File: config.mk
export PLATFORM = sky130hd
export DESIGN_NAME = pxbar_top
export DESIGN_NICKNAME = d
export VERILOG_FILES = /design/src/inc/pxbar_pkg.sv /design/src/pxbar_decode.sv /design/src/pxbar_top.sv
export SDC_FILE = /design/constraint.sdc
export NUM_CORES = 1
export LEC_CHECK = 0
export ABC_AREA = 0
export BUFFER_PORTS_ARGS = -buffer_cell sky130_fd_sc_hd__buf_4
export CAP_MARGIN = 20
export CORE_ASPECT_RATIO = 1.4
export CORE_MARGIN = 2
export CORE_UTILIZATION = 30
export CTS_CLUSTER_DIAMETER = 80
export CTS_CLUSTER_SIZE = 28
export DETAILED_ROUTE_END_ITERATION = 10
export HOLD_SLACK_MARGIN = 0.08
export SKIP_CTS_REPAIR_TIMING = 1
export SYNTH_ARGS = -nofsm -noshare
export SYNTH_HDL_FRONTEND = slang
export SYNTH_SLANG_ARGS = --single-unit
File: constraint.sdc
create_clock -name REF_CLK -period 9.2 [get_ports REF_CLK]
set_clock_uncertainty 0.15 [all_clocks]
set_input_delay 0.92 -clock REF_CLK [delete_from_list [all_inputs] [get_ports REF_CLK]]
set_output_delay 0.92 -clock REF_CLK [all_outputs]
set_load 0.02 [all_outputs]
File: src/inc/pxbar_pkg.sv
// ============================================================
// pxbar_pkg
// ============================================================
// Purpose: constants and types shared by the pin crossbar
// Assumes: byte-wide special-register access, 8-pin port
// Notes:   function codes follow decoder priority order
package pxbar_pkg;

	// ============================================================
	// register addresses
	// ============================================================
	localparam logic [7:0] ADDR_PORT     = 8'h80; // port latch / pin read
	localparam logic [7:0] ADDR_OUT_MODE = 8'hA4; // output mode bits
	localparam logic [7:0] ADDR_SKIP     = 8'hE1; // pin skip select
	localparam logic [7:0] ADDR_ROUTE    = 8'hE2; // peripheral route select
	localparam logic [7:0] ADDR_ROUTE_EN = 8'hE3; // route enable register
	localparam logic [7:0] ADDR_IN_MODE  = 8'hF1; // input mode bits

	// ============================================================
	// reset values
	// ============================================================
	localparam logic [7:0] RST_PORT     = 8'hFF; // latch released high
	localparam logic [7:0] RST_IN_MODE  = 8'hFF; // all digital
	localparam logic [7:0] RST_OUT_MODE = 8'h00; // all open-drain
	localparam logic [7:0] RST_ZERO     = 8'h00; // routing registers
	localparam logic [7:0] ALL_ONES     = 8'hFF; // all-pins mask

	// ============================================================
	// field positions
	// ============================================================
	localparam int SKIP_W      = 7; // skip bits 6..0
	localparam int RT_TX       = 0; // serial transmit enable
	localparam int RT_RX       = 1; // serial receive enable
	localparam int RT_MGMT     = 2; // management bus enable
	localparam int RT_SYSCLK   = 3; // inverted clock out enable
	localparam int RT_CMP      = 4; // comparator out enable
	localparam int RT_CMP_ASYN = 5; // async comparator enable
	localparam int RT_CEX_LO   = 6; // counter-array field low bit
	localparam int RT_CEX_HI   = 7; // counter-array field high bit
	localparam int RE_ECI      = 0; // counter clock input enable
	localparam int RE_T0       = 1; // timer zero input enable
	localparam int RE_T1       = 2; // timer one input enable
	localparam int RE_XBAR     = 6; // routing enable
	localparam int RE_PUD      = 7; // pull-up disable
	localparam logic [7:0] RE_MASK = 8'hC7; // implemented bits
	localparam int PIN_TX      = 4; // fixed transmit pin
	localparam int PIN_RX      = 5; // fixed receive pin
	localparam int NUM_PINS    = 8; // port width
	localparam int NUM_RES     = 11; // prioritized resources
	localparam int NUM_CEX     = 3; // counter-array outputs

	// ============================================================
	// per-pin function, priority order from SDA upward
	// ============================================================
	typedef enum logic [3:0] {
		FN_GPIO = 4'h0, FN_TX  = 4'h1, FN_RX   = 4'h2, FN_SDA  = 4'h3,
		FN_SCL  = 4'h4, FN_CMP = 4'h5, FN_CMPA = 4'h6, FN_SYS  = 4'h7,
		FN_MODULE_OUTPUT_FIRST = 4'h8, FN_CEX1 = 4'h9, FN_CEX2 = 4'hA, FN_ECI = 4'hB,
		FN_T0   = 4'hC, FN_T1  = 4'hD
	} pxbar_func_t;

endpackage

File: src/pxbar_decode.sv
// ============================================================
// pxbar_decode
// ============================================================
// Purpose: priority decoder mapping resources onto port pins
// Assumes: request vector in priority order, SDA first
// Notes:   purely combinational; caller registers the result
`timescale 1ns/100ps
module pxbar_decode
	import pxbar_pkg::*;
(
	// settings
	input  wire logic [SKIP_W-1:0]  skip_bits,
	input  wire logic               serial_tx_route_en,
	input  wire logic               serial_rx_route_en,
	input  wire logic [NUM_RES-1:0] res_req,
	// result
	output pxbar_func_t             pin_func [NUM_PINS]
);

	// lowest pin not yet taken, with a found flag
	function automatic logic [3:0] first_free(input logic [NUM_PINS-1:0] taken);
		logic [3:0] res;
		res = 4'h0;
		for (int p = NUM_PINS - 1; p >= 0; p--) begin
			if (!taken[p]) begin
				res = {1'b1, 3'(p)};
			end
		end
		return res;
	endfunction

	logic [NUM_PINS-1:0] taken; // pins claimed or skipped
	logic [3:0]          slot;  // found flag and pin index
	logic                pair_ok; // room for both bus lines

	// ============================================================
	// assignment walk
	// ============================================================
	always_comb begin
		for (int p = 0; p < NUM_PINS; p++) begin
			pin_func[p] = FN_GPIO; // unclaimed pins stay gpio
		end
		taken = {1'b0, skip_bits}; // skipped pins look taken
		// serial pins are fixed and beat skip and priority
		if (serial_tx_route_en) begin
			taken[PIN_TX]    = 1'b1;
			pin_func[PIN_TX] = FN_TX;
		end
		if (serial_rx_route_en) begin
			taken[PIN_RX]    = 1'b1;
			pin_func[PIN_RX] = FN_RX;
		end
		// bus lines come as a pair or not at all
		pair_ok = ($countones(~taken) >= 2);
		slot    = 4'h0;
		for (int r = 0; r < NUM_RES; r++) begin
			// lowest free pin per resource, walked in priority order
			if (res_req[r] && (r > 1 || pair_ok)) begin
				slot = first_free(taken);
				if (slot[3]) begin
					taken[slot[2:0]]    = 1'b1;
					pin_func[slot[2:0]] = pxbar_func_t'(4'(FN_SDA) + 4'(r));
				end
			end
		end
	end

endmodule

File: src/pxbar_top.sv
// ============================================================
// pxbar_top
// ============================================================
// Purpose: priority pin crossbar with port mode registers
// Assumes: special-register access of one byte per cycle
// Notes:   every pin-facing output is registered one cycle
//
// Functional notes
// - resources take lowest free pin by priority
// - serial transmit pin 4, receive pin 5
// - skip bit set means pin passed over
// - bus data and clock claimed together
// - unclaimed pins follow as general I/O
// - routing off: all pins plain inputs
// - input mode 1 digital, reset digital
// - analog pin: pull-up, driver, receiver off
// - output mode picks drain type; bus always open-drain
// - pull-up on open-drain unless disabled or low
// - port read returns pin levels
// - counter field routes zero to three outputs
// - route register single enable bits
// - skip bit 7 reads zero, ignores writes
// - routing enable is bit 6
// - enables for timer and counter inputs
// - analog pin reads back as one
`timescale 1ns/100ps
module pxbar_top
	import pxbar_pkg::*;
(
	// clock and reset
	input  wire logic       REF_CLK,
	input  wire logic       RESET,
	// register access
	input  wire logic [7:0] SFR_ADDR,
	input  wire logic [7:0] SFR_WDATA,
	input  wire logic       SFR_WR,
	output logic      [7:0] SFR_RDATA,
	// port pins
	input  wire logic [7:0] PIN_IN,
	output logic      [7:0] PIN_OUT,
	output logic      [7:0] PIN_OE,
	output logic      [7:0] PIN_PULLUP,
	// peripheral outputs to route
	input  wire logic       SERIAL_TRANSMIT,
	input  wire logic       SDA_DRIVE,
	input  wire logic       SCL_DRIVE,
	input  wire logic       CMP_SYNC_OUT,
	input  wire logic       CMP_ASYNC_OUT,
	input  wire logic       SYSCLK_INV_OUT,
	input  wire logic [2:0] MODULE_OUTPUTS,
	// peripheral inputs from pins
	output logic            SERIAL_RECEIVE,
	output logic            SDA_SENSE,
	output logic            SCL_SENSE,
	output logic            ECI_IN,
	output logic            T0_IN,
	output logic            T1_IN
);

	// ============================================================
	// state
	// ============================================================
	logic [SKIP_W-1:0] skip_bits;             // pin skip select
	logic [7:0]        peripheral_route_select; // route enables
	logic [7:0]        route_enable_register; // enable, pull-up, inputs
	logic [7:0]        input_mode_bits;       // 1 digital, 0 analog
	logic [7:0]        output_mode_bits;      // 1 push-pull
	logic [7:0]        port_latch;            // gpio output data
	logic [7:0]        pin_meta;              // first sync stage
	logic [7:0]        pin_sync;              // second sync stage
	logic [SKIP_W-1:0] next_skip_bits;
	logic [7:0]        next_route, next_route_en, next_in_mode;
	logic [7:0]        next_out_mode, next_latch, next_rdata;
	logic [7:0]        next_out, next_oe, next_pullup;
	logic [5:0]        next_pin_in;           // rx, sda, scl, eci, t0, t1
	logic              routing_enable;        // decoder active
	logic              pullup_disable;        // weak pull-ups off
	logic [NUM_RES-1:0] res_req;              // priority-ordered requests
	logic [7:0]        pin_sense;             // digital level seen
	logic [7:0]        bus_pins;              // forced open-drain pins
	logic [7:0]        claimed;               // decoder-assigned, not serial
	logic              value;                 // per-pin drive value
	pxbar_func_t       pin_func [NUM_PINS];   // decoder result

	assign routing_enable = route_enable_register[RE_XBAR];
	assign pullup_disable = route_enable_register[RE_PUD];

	// ============================================================
	// resource requests in decoder priority order
	// ============================================================
	always_comb begin
		res_req    = '0;
		res_req[0] = peripheral_route_select[RT_MGMT];
		res_req[1] = peripheral_route_select[RT_MGMT]; // both bus lines
		res_req[2] = peripheral_route_select[RT_CMP];
		res_req[3] = peripheral_route_select[RT_CMP_ASYN];
		res_req[4] = peripheral_route_select[RT_SYSCLK];
		// field value n routes the first n module outputs
		for (int c = 0; c < NUM_CEX; c++) begin
			res_req[5 + c] = (peripheral_route_select[RT_CEX_HI:RT_CEX_LO] > 2'(c));
		end
		res_req[8]  = route_enable_register[RE_ECI];
		res_req[9]  = route_enable_register[RE_T0];
		res_req[10] = route_enable_register[RE_T1];
	end

	pxbar_decode u_decode (
		.skip_bits          (skip_bits),
		.serial_tx_route_en (peripheral_route_select[RT_TX]),
		.serial_rx_route_en (peripheral_route_select[RT_RX]),
		.res_req            (res_req),
		.pin_func           (pin_func)
	);

	// ============================================================
	// register writes and read mux
	// ============================================================
	always_comb begin
		next_skip_bits = skip_bits;
		next_route     = peripheral_route_select;
		next_route_en  = route_enable_register;
		next_in_mode   = input_mode_bits;
		next_out_mode  = output_mode_bits;
		next_latch     = port_latch;
		if (SFR_WR) begin
			unique case (SFR_ADDR)
				ADDR_SKIP:     next_skip_bits = SFR_WDATA[SKIP_W-1:0]; // bit 7 dropped
				ADDR_ROUTE:    next_route     = SFR_WDATA;
				ADDR_ROUTE_EN: next_route_en  = SFR_WDATA & RE_MASK;
				ADDR_IN_MODE:  next_in_mode   = SFR_WDATA;
				ADDR_OUT_MODE: next_out_mode  = SFR_WDATA;
				ADDR_PORT:     next_latch     = SFR_WDATA;
				default:       next_latch     = port_latch; // unmapped write ignored
			endcase
		end
		// read returns the pin, never the latch
		unique case (SFR_ADDR)
			ADDR_SKIP:     next_rdata = {1'b0, skip_bits};
			ADDR_ROUTE:    next_rdata = peripheral_route_select;
			ADDR_ROUTE_EN: next_rdata = route_enable_register;
			ADDR_IN_MODE:  next_rdata = input_mode_bits;
			ADDR_OUT_MODE: next_rdata = output_mode_bits;
			ADDR_PORT:     next_rdata = pin_sense;
			default:       next_rdata = RST_ZERO; // unmapped reads zero
		endcase
	end

	// ============================================================
	// pin drive, pull-ups and peripheral inputs
	// ============================================================
	always_comb begin
		// analog pins read one and feed peripherals nothing
		pin_sense   = pin_sync | ~input_mode_bits;
		next_out    = '0;
		next_oe     = '0;
		next_pullup = '0;
		next_pin_in = 6'b11_1111; // unrouted inputs idle high
		bus_pins    = '0;
		claimed     = '0;
		value       = 1'b1;
		for (int p = 0; p < NUM_PINS; p++) begin
			bus_pins[p] = routing_enable && (pin_func[p] == FN_SDA || pin_func[p] == FN_SCL);
			claimed[p]  = pin_func[p] > FN_RX;
			unique case (pin_func[p])
				FN_TX:   value = SERIAL_TRANSMIT;
				FN_SDA:  value = SDA_DRIVE;
				FN_SCL:  value = SCL_DRIVE;
				FN_CMP:  value = CMP_SYNC_OUT;
				FN_CMPA: value = CMP_ASYNC_OUT;
				FN_SYS:  value = SYSCLK_INV_OUT;
				FN_MODULE_OUTPUT_FIRST: value = MODULE_OUTPUTS[0];
				FN_CEX1: value = MODULE_OUTPUTS[1];
				FN_CEX2: value = MODULE_OUTPUTS[2];
				default: value = port_latch[p]; // gpio and input functions
			endcase
			if (!routing_enable) begin
				value = 1'b1; // drivers off until enabled
			end
			if (!input_mode_bits[p]) begin
				// analog: all digital circuitry off
				next_oe[p] = 1'b0;
			end else if (output_mode_bits[p] && !bus_pins[p] && routing_enable) begin
				next_out[p] = value; // push-pull
				next_oe[p]  = 1'b1;
			end else begin
				// open-drain: only a low is driven
				next_oe[p]     = !value;
				next_pullup[p] = !pullup_disable && value;
			end
			if (routing_enable) begin
				unique case (pin_func[p])
					FN_RX:   next_pin_in[5] = pin_sense[p];
					FN_SDA:  next_pin_in[4] = pin_sense[p];
					FN_SCL:  next_pin_in[3] = pin_sense[p];
					FN_ECI:  next_pin_in[2] = pin_sense[p];
					FN_T0:   next_pin_in[1] = pin_sense[p];
					FN_T1:   next_pin_in[0] = pin_sense[p];
					default: next_pin_in[0] = next_pin_in[0];
				endcase
			end
		end
	end

	// ============================================================
	// pin synchroniser, two stages
	// ============================================================
	always_ff @(posedge REF_CLK or posedge RESET) begin
		if (RESET) begin
			pin_meta <= ALL_ONES;
			pin_sync <= ALL_ONES;
		end else begin
			pin_meta <= PIN_IN;
			pin_sync <= pin_meta;
		end
	end

	// ============================================================
	// register stage for all state and outputs but the pin synchroniser
	// ============================================================
	always_ff @(posedge REF_CLK or posedge RESET) begin
		if (RESET) begin
			skip_bits               <= '0;
			peripheral_route_select <= RST_ZERO;
			route_enable_register   <= RST_ZERO;
			input_mode_bits         <= RST_IN_MODE;
			output_mode_bits        <= RST_OUT_MODE;
			port_latch              <= RST_PORT;
			SFR_RDATA               <= RST_ZERO;
			PIN_OUT                 <= RST_ZERO;
			PIN_OE                  <= RST_ZERO;
			PIN_PULLUP              <= RST_ZERO;
			{SERIAL_RECEIVE, SDA_SENSE, SCL_SENSE, ECI_IN, T0_IN, T1_IN} <= 6'b11_1111;
		end else begin
			skip_bits               <= next_skip_bits;
			peripheral_route_select <= next_route;
			route_enable_register   <= next_route_en;
			input_mode_bits         <= next_in_mode;
			output_mode_bits        <= next_out_mode;
			port_latch              <= next_latch;
			SFR_RDATA               <= next_rdata;
			PIN_OUT                 <= next_out;
			PIN_OE                  <= next_oe;
			PIN_PULLUP              <= next_pullup;
			{SERIAL_RECEIVE, SDA_SENSE, SCL_SENSE, ECI_IN, T0_IN, T1_IN} <= next_pin_in;
		end
	end
endmodule
==> results of run 1 <==
kinds of logic (layout without fill, tap and decap cells):
family | Yosys count | in the layout
buf+inv | 64 | 170
simple gates | 410 | 410
xor+xnor | 2 | 2
compound gates | 349 | 349
mux | 63 | 63
fa+ha+maj | 14 | 14
flops | 98 | 98
routing by layer:
metal  global-route usage  share of wire  vias to the layer above  routed length [µm]
li1                     -              -                     4013                   -
met1                0.271           0.36                     4372               13100
met2                0.423           0.49                      531               17800
met3               0.0306          0.068                      174                2460
met4                0.169          0.083                        0                3010
met5                    0              0                        -                   0
worst paths after layout:
check / from / to / slack [ns] / depth (start not counted)
setup / recovery: peripheral_route_select[0] / PIN_PULLUP[3] / 0.46 / 29
hold / removal: pin_meta[3] / pin_sync[3] / 0.21 / 0
setup reg to reg: peripheral_route_select[0] / PIN_PULLUP[3] / 0.46 / 29
hold reg to reg: pin_meta[3] / pin_sync[3] / 0.21 / 0
max in group asynchronous: RESET / PIN_PULLUP[3] / 7.33 / 3
min in group asynchronous: RESET / PIN_PULLUP[7] / 0.38 / 2
area by class of cell:
type                       count  area (µm²)
tap                          370         463
multi-input combinational    838        5650
timing repair buffer         124         931
clock inverter                 7        78.8
clock buffer                   9         225
inverter                      30         115
sequential                    98        2500
fill                        2887       17500
placed cells by master, fill, tap and decap left out, types with 15 or more instances in the layout:
master    instances
a21oi_1          44
buf_4           124
dfrtp_1          60
dfstp_2          38
inv_1            25
mux2_2           41
mux2i_1          21
nand2_1         132
nand3_1          29
nor2_1           98
nor2b_1          15
nor3_1           24
o211ai_1         28
o21a_1           19
o21ai_0          56
o22ai_1          17
per-stage QoR:
stage                     utilization  area (µm²)  setup TNS, ns  worst slack [ns]
after floorplan                     -        8350              0              1.51
after global placement          0.345        9490         -0.218            -0.218
after detailed placement        0.345        9490         -0.105            -0.105
after CTS                       0.356        9790         -0.137            -0.137
after global routing            0.363        9970       -0.00523          -0.00523
final                           0.363        9970              0             0.459
report_power, final:
part	switching [mW]	leakage, nW	internal [mW]
sequential	0.0228	1.21	0.452
combinational	0.363	2.84	0.184
clock	0.188	0.148	0.193
flip-flops by register name, summed over array words and instances (netlist names):
register,flops
pin_meta,8
ECI_IN,1
PIN_OE,8
SFR_RDATA,8
T1_IN,1
SCL_SENSE,1
PIN_OUT,8
input_mode_bits,8
port_latch,8
pin_sync,8
SERIAL_RECEIVE,1
route_enable_register,5
output_mode_bits,8
T0_IN,1
peripheral_route_select,8
PIN_PULLUP,8
SDA_SENSE,1
skip_bits,7
==> metrics.md, run 1 <==
| Metric | Value |
|---|---|
| Run status | `finished clean` |
| Primary FF master, synth | `dfrtp_1` |
| Synth Register Bits | `98` |
| Dpl hpwl | `~29 mm` |
| Final Hold Vio Count | `0` |
| Synth Area in Adders | `0.0237` |
| Layout cells sized above 1 | `0.259` |
| Simple-gate portion of the synthesized area | `0.247` |
| Fin crit period | `just under 9 ns` |
| Die H | `201 µm` |
| Vias per cell | `just over 6` |
| Library cells used by synthesis | `101` |
| Iter 0 DRT Violations | `1051` |
| PD cells | `approximately 140 nW/µm²` |
| Synthesized net count | `1047` |
| Mux contribution to synthesized area | `0.0832` |
| Class of the most critical setup path | `reg -> reg` |
| Leakage | `4.19 nW` |
| Synth Warn # | `0` |
| Arr. time, crit path | `slightly below 9 ns` |
| CTS tree | `built` |
| Ys async rst share | `1.00` |
| Maximum vdd ir drop | `~110 µV` |
| Die area | `29200 µm²` |
| Placed cell count | `1449` |
| Synth Area in XOR/XNOR | `0.00210` |
| Synth-to-layout area growth | `19.4%` |
| CP Capture Type | `register` |
| IO Port Bufs | `73` |
| Synthesized area per cell | `8.35 µm²` |
| Clock buffer depth | `2` |
| Row cnt | `72` |
| Most numerous cell in the Yosys netlist | `nand2_1` |
| Complex-gate fraction of the synthesized area | `0.310` |
| H-tree levels | `3` |
| Synth area leaders | `dfrtp_1, dfstp_2, nand2_1` |
| Seq/Total Area, Yosys | `0.299` |
| CP max-delay cell | `dfrtp_1` |
| Cts bufs inserted | `9` |
| DR pass1 iterations | `7` |
| Slew Limit Fails | `0` |
| Bufs and invs on worst path | `4` |
| Worst Tran Pin Value | `0.880 ns` |
| Initial Util | `0.304` |
| Final nets | `1148` |
| Post-synth top area share | `0.180` |
| Main combinational cell family by area after synthesis | `compound AO/OA/AOI/OAI gates` |
| Wire length per cell | `24.6 µm` |
| Routability Congestion | `0.994` |
| Max Fanout on Critical Path | `12` |
| Max incr delay on CP | `approximately 0.51 ns` |
| ANT nets after route | `0` |
| Data required, critical path | `9.26 ns` |
| Hold Path Class | `reg -> reg` |
| Initial antenna violation count | `0` |
| Core Box Area | `27500 µm²` |
| Synth area leader | `dfrtp_1` |
| Post-Syn Instances | `1000` |
| Commonest cells post-synth | `nand2_1, nor2_1, dfrtp_1, o21ai_0, a21oi_1` |
| Ant. Diodes | `0` |
| Final wirelength | `roughly 36 mm` |
| Hold_ws | `just over 0.2 ns` |
| Grt ovf | `0` |
| CP Launch Type | `register` |
| EDFF count, synth | `0` |
| Final Cycle Share | `0.950` |
| Ports | `74` |
| Slew headroom | `0.407` |
| # DRC | `0` |
| Pin count of the biggest net entering global routing | `72` |
| Die Span X | `145 µm` |
| Gr usage total | `0.241` |
| Root buf cell | `clkbuf_16` |
| Mapped Area | `about 8300 µm²` |
| Via count | `9090` |
| # setup viols final | `0` |
| Max Fclk | `114 MHz` |
| CTS Sinks | `98` |
| First-pass GRT wire length | `54.4 mm` |
| Layout Cells excl Fill | `1476` |
| Vias in the first global route | `around 9000` |
| Top delay family on crit path | `compound AO/OA/AOI/OAI gates` |
| Clock transition at path regs | `0.07 ns` |
| Max-cap viol count | `0` |
| Worst-Skew Late Latency | `between 0.3 and 0.4 ns` |
| PnR Total Power | `1.40 mW` |
Note: power is estimated with default switching activity, not from simulation.
==> inputs of run 2 (changes only) <==
- CORE_UTILIZATION: 30 -> 25
==> run 2 against run 1 <==
Worst setup slack lost 0.077 ns. Routed wire length grew 2.6%. Largest power group unchanged. Highest routed layer unchanged. Power grew 1.6%. Count of clock-buffer cells in the layout grew 2. Hold slack lost 0.0035 ns. Via count grew 0.14%. First-iteration DRC count shrank 15%. Utilization shrank 6.1 points. Sequential power is essentially flat. Cell count grew 4.7%.
==> metrics.md, run 2 (synthesis gave the netlist of run 1 again) <==
| Metric | Value |
|---|---|
| Routability Congestion | `1.03 (+3.5%)` |
| Iter 0 DRT Violations | `894 (-15%)` |
| Layout cells sized above 1 | `0.245 (-0.0134)` |
| RR Startpoint | `peripheral_route_select[1]` |
| H-tree levels | `3 (unchanged)` |
| Die Span X | `158 µm (+9.3%)` |
| CP Launch Type | `register` |
| Data required, critical path | `9.28 ns (+0.02 ns)` |
| CTS Sinks | `98 (unchanged)` |
| Row cnt | `79 (+9.7%)` |
| Initial antenna violation count | `0 (unchanged)` |
| Final Hold Vio Count | `0 (unchanged)` |
| Max incr delay on CP | `0.68 ns (+0.17 ns)` |
| Root buf cell | `clkbuf_16` |
| WHS Endpoint | `pin_sync[3]` |
| Wire length per cell | `24.1 µm (-2.0%)` |
| CTS tree | `built` |
| CP dominant cell by count | `inv_1` |
| Most frequent cells in the layout | `nand2_1, buf_4, nor2_1` |
| Leakage | `4.18 nW (-0.31%)` |
| R2R setup slack | `0.38 ns (-0.08 ns)` |
| DP Worst Slack | `0.351 ns (+0.457 ns)` |
| Max Fanout on Critical Path | `10 (-2)` |
| Final worst slack | `0.382 ns (-0.0774 ns)` |
| Grt ovf | `0 (unchanged)` |
| Pin count of the biggest net entering global routing | `82 (+14%)` |
| Die area | `34900 µm² (+20%)` |
| Max-cap viol count | `0 (unchanged)` |
| Worst-Skew Late Latency | `0.36 ns (about the same)` |
| # setup viols final | `0 (unchanged)` |
| Core Box Area | `33100 µm² (+21%)` |
| Initial Util | `0.252 (-0.0517)` |
| Die H | `220 µm (+9.4%)` |
| Maximum vdd ir drop | `155 µV (+40%)` |
| Max Fclk | `113 MHz (-0.88%)` |
| WHS Path Cells | `0 (unchanged)` |
| Class of the most critical setup path | `reg -> reg` |
| Final Cycle Share | `0.958 (+0.00842)` |
| Commonest non-fill, non-tap cell in the layout | `nand2_1` |
| Slew Limit Fails | `0 (unchanged)` |
| Worst r2r dst | `PIN_PULLUP[3]` |
| DR pass1 iterations | `6 (-1)` |
| Synth-to-layout area growth | `19.8%` |
| Setup TNS Final | `0 ns (unchanged)` |
| Ant. Diodes | `0 (unchanged)` |
| Layout Cells excl Fill | `1546 (+4.7%)` |
| Slew headroom | `0.219 (-0.188)` |
| Reg2Reg Depth | `29 (unchanged)` |
| PD cells | `143 nW/µm² (+1.3%)` |
| Clock buffer depth | `2 (unchanged)` |
| Via count | `9103 (+0.14%)` |
| CP Capture Type | `register` |
| CP max-delay cell | `a211oi_2` |
| Final wirelength | `37.3 mm (+2.6%)` |
| Arr. time, crit path | `8.89 ns (+0.09 ns)` |
| Worst Tran Pin Value | `1.14 ns (+0.262 ns)` |
| Placed cell count | `1529 (+5.5%)` |
| Fin area | `10000 µm² (+0.30%)` |
| RSZ-0062 raised after global routing | `no` |
| Hold Path Class | `reg -> reg` |
| Fin crit period | `8.82 ns (+0.0774 ns)` |
| # DRC | `0 (unchanged)` |
| Dpl hpwl | `29.7 mm (+3.6%)` |
| Area post-placement | `9620 µm² (+1.4%)` |
| Vias per cell | `5.89 (-4.4%)` |
| Critical path startpoint | `peripheral_route_select[1]` |
| Final nets | `1143 (-0.44%)` |
| HP Start | `pin_meta[3]` |
| Cts bufs inserted | `9 (unchanged)` |
| Gr usage total | `0.213 (-0.0286)` |
| Clock transition at path regs | `0.07 ns (about the same)` |
| Vias in the first global route | `8974 (+0.15%)` |
| Final core utilization | `0.302 (-0.0608)` |
| ANT nets after route | `0 (unchanged)` |
| IO Port Bufs | `73 (unchanged)` |
| First-pass GRT wire length | `55.1 mm (+1.3%)` |
| Run status | `finished clean` |
| Ports | `74 (unchanged)` |
[run 2: cell types whose count changed in the layout (fill, tap and decap cells not counted), moves of 2 or more]
cell and change:
buf_4 -6, a21oi_1 +2, clkbuf_8 +2, clkinv_8 -2
inv_6 -2, nor2_1 +2
[run 2: routing by layer]
layer / wire length (µm) / part of all wire / track usage / vias to the layer above
met3: 2440 / 0.065 / 0.0315 / 170
met4: 3190 / 0.085 / 0.157 / 0
met1: 13800 / 0.37 / 0.237 / 4399
met2: 17800 / 0.48 / 0.366 / 518
met5: 0 / 0 / 0 / -
li1: - / - / - / 4016
[run 2: where the power goes]
part	internal (mW)	switching, mW
registers	0.453	0.0229
clock network	0.231	0.176
logic	0.180	0.363
[run 2: worst max path at each step]
stage                         end  slack, ns  cells after the start
global route        PIN_PULLUP[3]       0.13                     29
global placement    PIN_PULLUP[3]       0.40                     29
finish              PIN_PULLUP[3]       0.38                     29
CTS                 PIN_PULLUP[3]       0.32                     29
floorplan           PIN_PULLUP[3]       1.51                     31
detailed placement  PIN_PULLUP[3]       0.35                     29
[run 2: final cells by class]
type / count / area (µm²)
clock buffer: 11 / 253
clock inverter: 5 / 70.1
fill: 3527 / 23100
inverter: 30 / 115
multi-input combinational: 838 / 5590
sequential: 98 / 2500
tap: 445 / 557
timing repair buffer: 119 / 913
[run 2: critical path, delay by kind of cell (launching register included)]
kind            cells  cell delay, ns
compound gates     12            4.07
fa+ha+maj           5            1.77
buf+inv             4            0.35
flops               1            0.42
mux                 1            0.36
simple gates        7            1.55
[run 2: through the flow]
stage	total power, mW	hold slack, ns
after floorplan	0.838	0.195
after CTS	1.41	0.207
after detailed placement	1.01	0.197
after global routing	1.49	0.210
final	1.43	0.203
after global placement	1.01	0.196
==> inputs of run 3 (changes only) <==
- SYNTH_HIERARCHICAL: default -> 1
==> run 3 against run 2 <==
First-iteration DRC count grew 8.1%. Global-route usage decreased by 1.9 points. Routed wire length rose by 6.0%. Highest routed layer unchanged.
==> metrics.md, run 3 <==
| Metric | Value |
|---|---|
| Run status | `finished clean` |
| Max incr delay on CP | `0.56 ns (-0.12 ns)` |
| Clock buffer depth | `2 (unchanged)` |
| Fin crit period | `8.96 ns (+0.141 ns)` |
| RSZ-0062 raised after global routing | `yes` |
| Synthesized area per cell | `8.05 µm² (-3.6%)` |
| Die H | `236 µm (+7.3%)` |
| Ys async rst share | `1.00 (unchanged)` |
| Vias in the first global route | `10300 (+15%)` |
| CTS tree | `built` |
| CP Capture Type | `register` |
| CTS Sinks | `98 (unchanged)` |
| Die area | `40200 µm² (+15%)` |
| Routed met3 length | `1.50 mm (-39%)` |
| CP Launch Type | `register` |
| Metal2 WL | `19.5 mm (+9.3%)` |
| Layout cells sized above 1 | `0.334 (+0.0883)` |
| Synthesized net count | `1241 (+19%)` |
| Most numerous cell in the Yosys netlist | `nand2_1` |
| IO Port Bufs | `73 (unchanged)` |
| Row cnt | `85 (+7.6%)` |
| Multi-input logic area | `7140 µm² (+28%)` |
| Synth area leaders | `dfrtp_1, dfstp_2, mux2_2` |
| EDFF count, synth | `0 (unchanged)` |
| DR pass1 iterations | `5 (-1)` |
| Worst-Skew Late Latency | `0.36 ns (about the same)` |
| Fin area | `12200 µm² (+22%)` |
| Area post-placement | `11400 µm² (+18%)` |
| Wire length per cell | `21.6 µm (-10%)` |
| Post-Syn Instances | `1198 (+20%)` |
| Synth area leader | `dfrtp_1` |
| Library cells used by synthesis | `103 (+2.0%)` |
| Seq. cell area | `2500 µm² (about the same)` |
| Max-cap viol count | `0 (unchanged)` |
| Die Span X | `170 µm (+7.3%)` |
| Synth Register Bits | `98 (unchanged)` |
| Cts bufs inserted | `9 (unchanged)` |
| Post-synth top area share | `0.156 (-0.0241)` |
| PD cells | `107 nW/µm² (-25%)` |
| Mapped Area | `9640 µm² (+15%)` |
| Ports | `74 (unchanged)` |
| Most frequent cells in the layout | `buf_4, nand2_1, nor2_1` |
| Commonest non-fill, non-tap cell in the layout | `buf_4` |
| Initial Util | `0.252 (-0.000276)` |
| Arr. time, crit path | `9.06 ns (+0.17 ns)` |
| Initial antenna violation count | `0 (unchanged)` |
| Seq/Total Area, Yosys | `0.259 (-0.0402)` |
| Iter 0 DRT Violations | `966 (+8.1%)` |
| Max Fclk | `112 MHz (-1.6%)` |
| PnR Total Power | `1.31 mW (-8.2%)` |
| Top Layer Used | `met4` |
| Synth-to-layout area growth | `27.0%` |
| Slew Limit Fails | `0 (unchanged)` |
| Commonest cells post-synth | `nand2_1, nor2_1, a21oi_1, o21ai_0, dfrtp_1` |
| # DRC | `0 (unchanged)` |
| H-tree levels | `3 (unchanged)` |
| Vias per cell | `5.85 (-0.67%)` |
| Dpl hpwl | `31.5 mm (+5.9%)` |
| Final nets | `1390 (+22%)` |
| Primary FF master, synth | `dfrtp_1` |
| Worst Tran Pin Value | `1.19 ns (+0.0492 ns)` |
| Fillcell total | `4050 (+15%)` |
| CP max-delay cell | `fa_1` |
| Core Box Area | `38300 µm² (+16%)` |
| Gr usage total | `0.194 (-0.0190)` |
| Class of the most critical setup path | `reg -> reg` |
| Maximum vdd ir drop | `173 µV (+12%)` |
| Routability Congestion | `0.976 (-5.1%)` |
| Max Fanout on Critical Path | `8 (-2)` |
| Hold Path Class | `reg -> reg` |
| Final Hold Vio Count | `0 (unchanged)` |
| Via count | `10700 (+18%)` |
| Synth Warn # | `6 (+6)` |
| # setup viols final | `0 (unchanged)` |
| Data required, critical path | `9.31 ns (+0.03 ns)` |
| WL met1 | `15.0 mm (+8.5%)` |
| Clock transition at path regs | `0.07 ns (about the same)` |
| Pin count of the biggest net entering global routing | `67 (-18%)` |
| Final wirelength | `39.5 mm (+6.0%)` |
| Ant. Diodes | `0 (unchanged)` |
| Slew headroom | `0.203 (-0.0151)` |
| ANT nets after route | `0 (unchanged)` |
| Grt ovf | `0 (unchanged)` |
| Leakage | `5.07 nW (+21%)` |
| Root buf cell | `clkbuf_16` |
| First-pass GRT wire length | `60.3 mm (+9.4%)` |
| Final Cycle Share | `0.974 (+0.0153)` |
## run 3: cells by family after synthesis
| group | synth area share |
|---|---|
| xor gates and xnor gates | 0.00454 |
| adders and majority gates | 0.0187 |
| muxes | 0.0915 |
| and+or+nand+nor | 0.260 |
| DFF | 0.259 |
| AOI/OAI and AO/OA | 0.318 |
| buffers and inverters | 0.0480 |
## run 3: area by class of cell
class	instances	area share
Multi-Input combinational cell	992	0.583
Sequential cell	98	0.204
Timing Repair Buffer	210	0.129
Tap cell	478	0.0489
Clock buffer	12	0.0193
Inverter	36	0.0112
Clock inverter	4	0.00439
## run 3: per-stage QoR
step,hold WS [ns],setup WS [ns],util,std cells,TNS (ns)
detailed placement,0.197,-0.329,0.297,1800,-2.06
floorplan,0.195,0.231,-,1198,0
global placement,0.196,-0.257,0.297,1800,-0.809
global route,0.210,-0.179,0.320,1830,-1.50
finish,0.205,0.241,0.320,1830,0
CTS,0.206,-0.346,0.305,1816,-2.50
## run 3: per-layer routing
| metal | vias to the layer above | global-route usage |
|---|---|---|
| met3 | 159 | 0.0196 |
| met2 | 440 | 0.339 |
| met1 | 5192 | 0.212 |
| li1 | 4912 | - |
| met5 | - | 0 |
| met4 | 0 | 0.152 |
## run 3: critical path, delay by kind of cell (launching register included)
family,cells,cell delay [ns]
buf+inv,4,0.41
mux,1,0.15
flops,1,0.38
simple gates,9,2.51
fa+ha+maj,5,1.92
compound gates,13,3.31
## run 3: worst paths after layout
path / from / endpoint / slack (ns) / cells past startpoint
setup / recovery: skip_bits[0] / PIN_PULLUP[7] / 0.24 / 32
hold / removal: pin_meta[6] / pin_sync[6] / 0.21 / 0
setup reg to reg: skip_bits[0] / PIN_PULLUP[7] / 0.24 / 32
hold reg to reg: pin_meta[6] / pin_sync[6] / 0.21 / 0
max in group asynchronous: RESET / PIN_PULLUP[5] / 7.28 / 3
min in group asynchronous: RESET / SFR_RDATA[4] / 0.43 / 2
## run 3: where the power goes
part | switching [mW] | internal, mW | leakage, nW
clock network | 0.163 | 0.212 | 0.133
registers | 0.0208 | 0.452 | 1.23
logic | 0.279 | 0.183 | 3.70
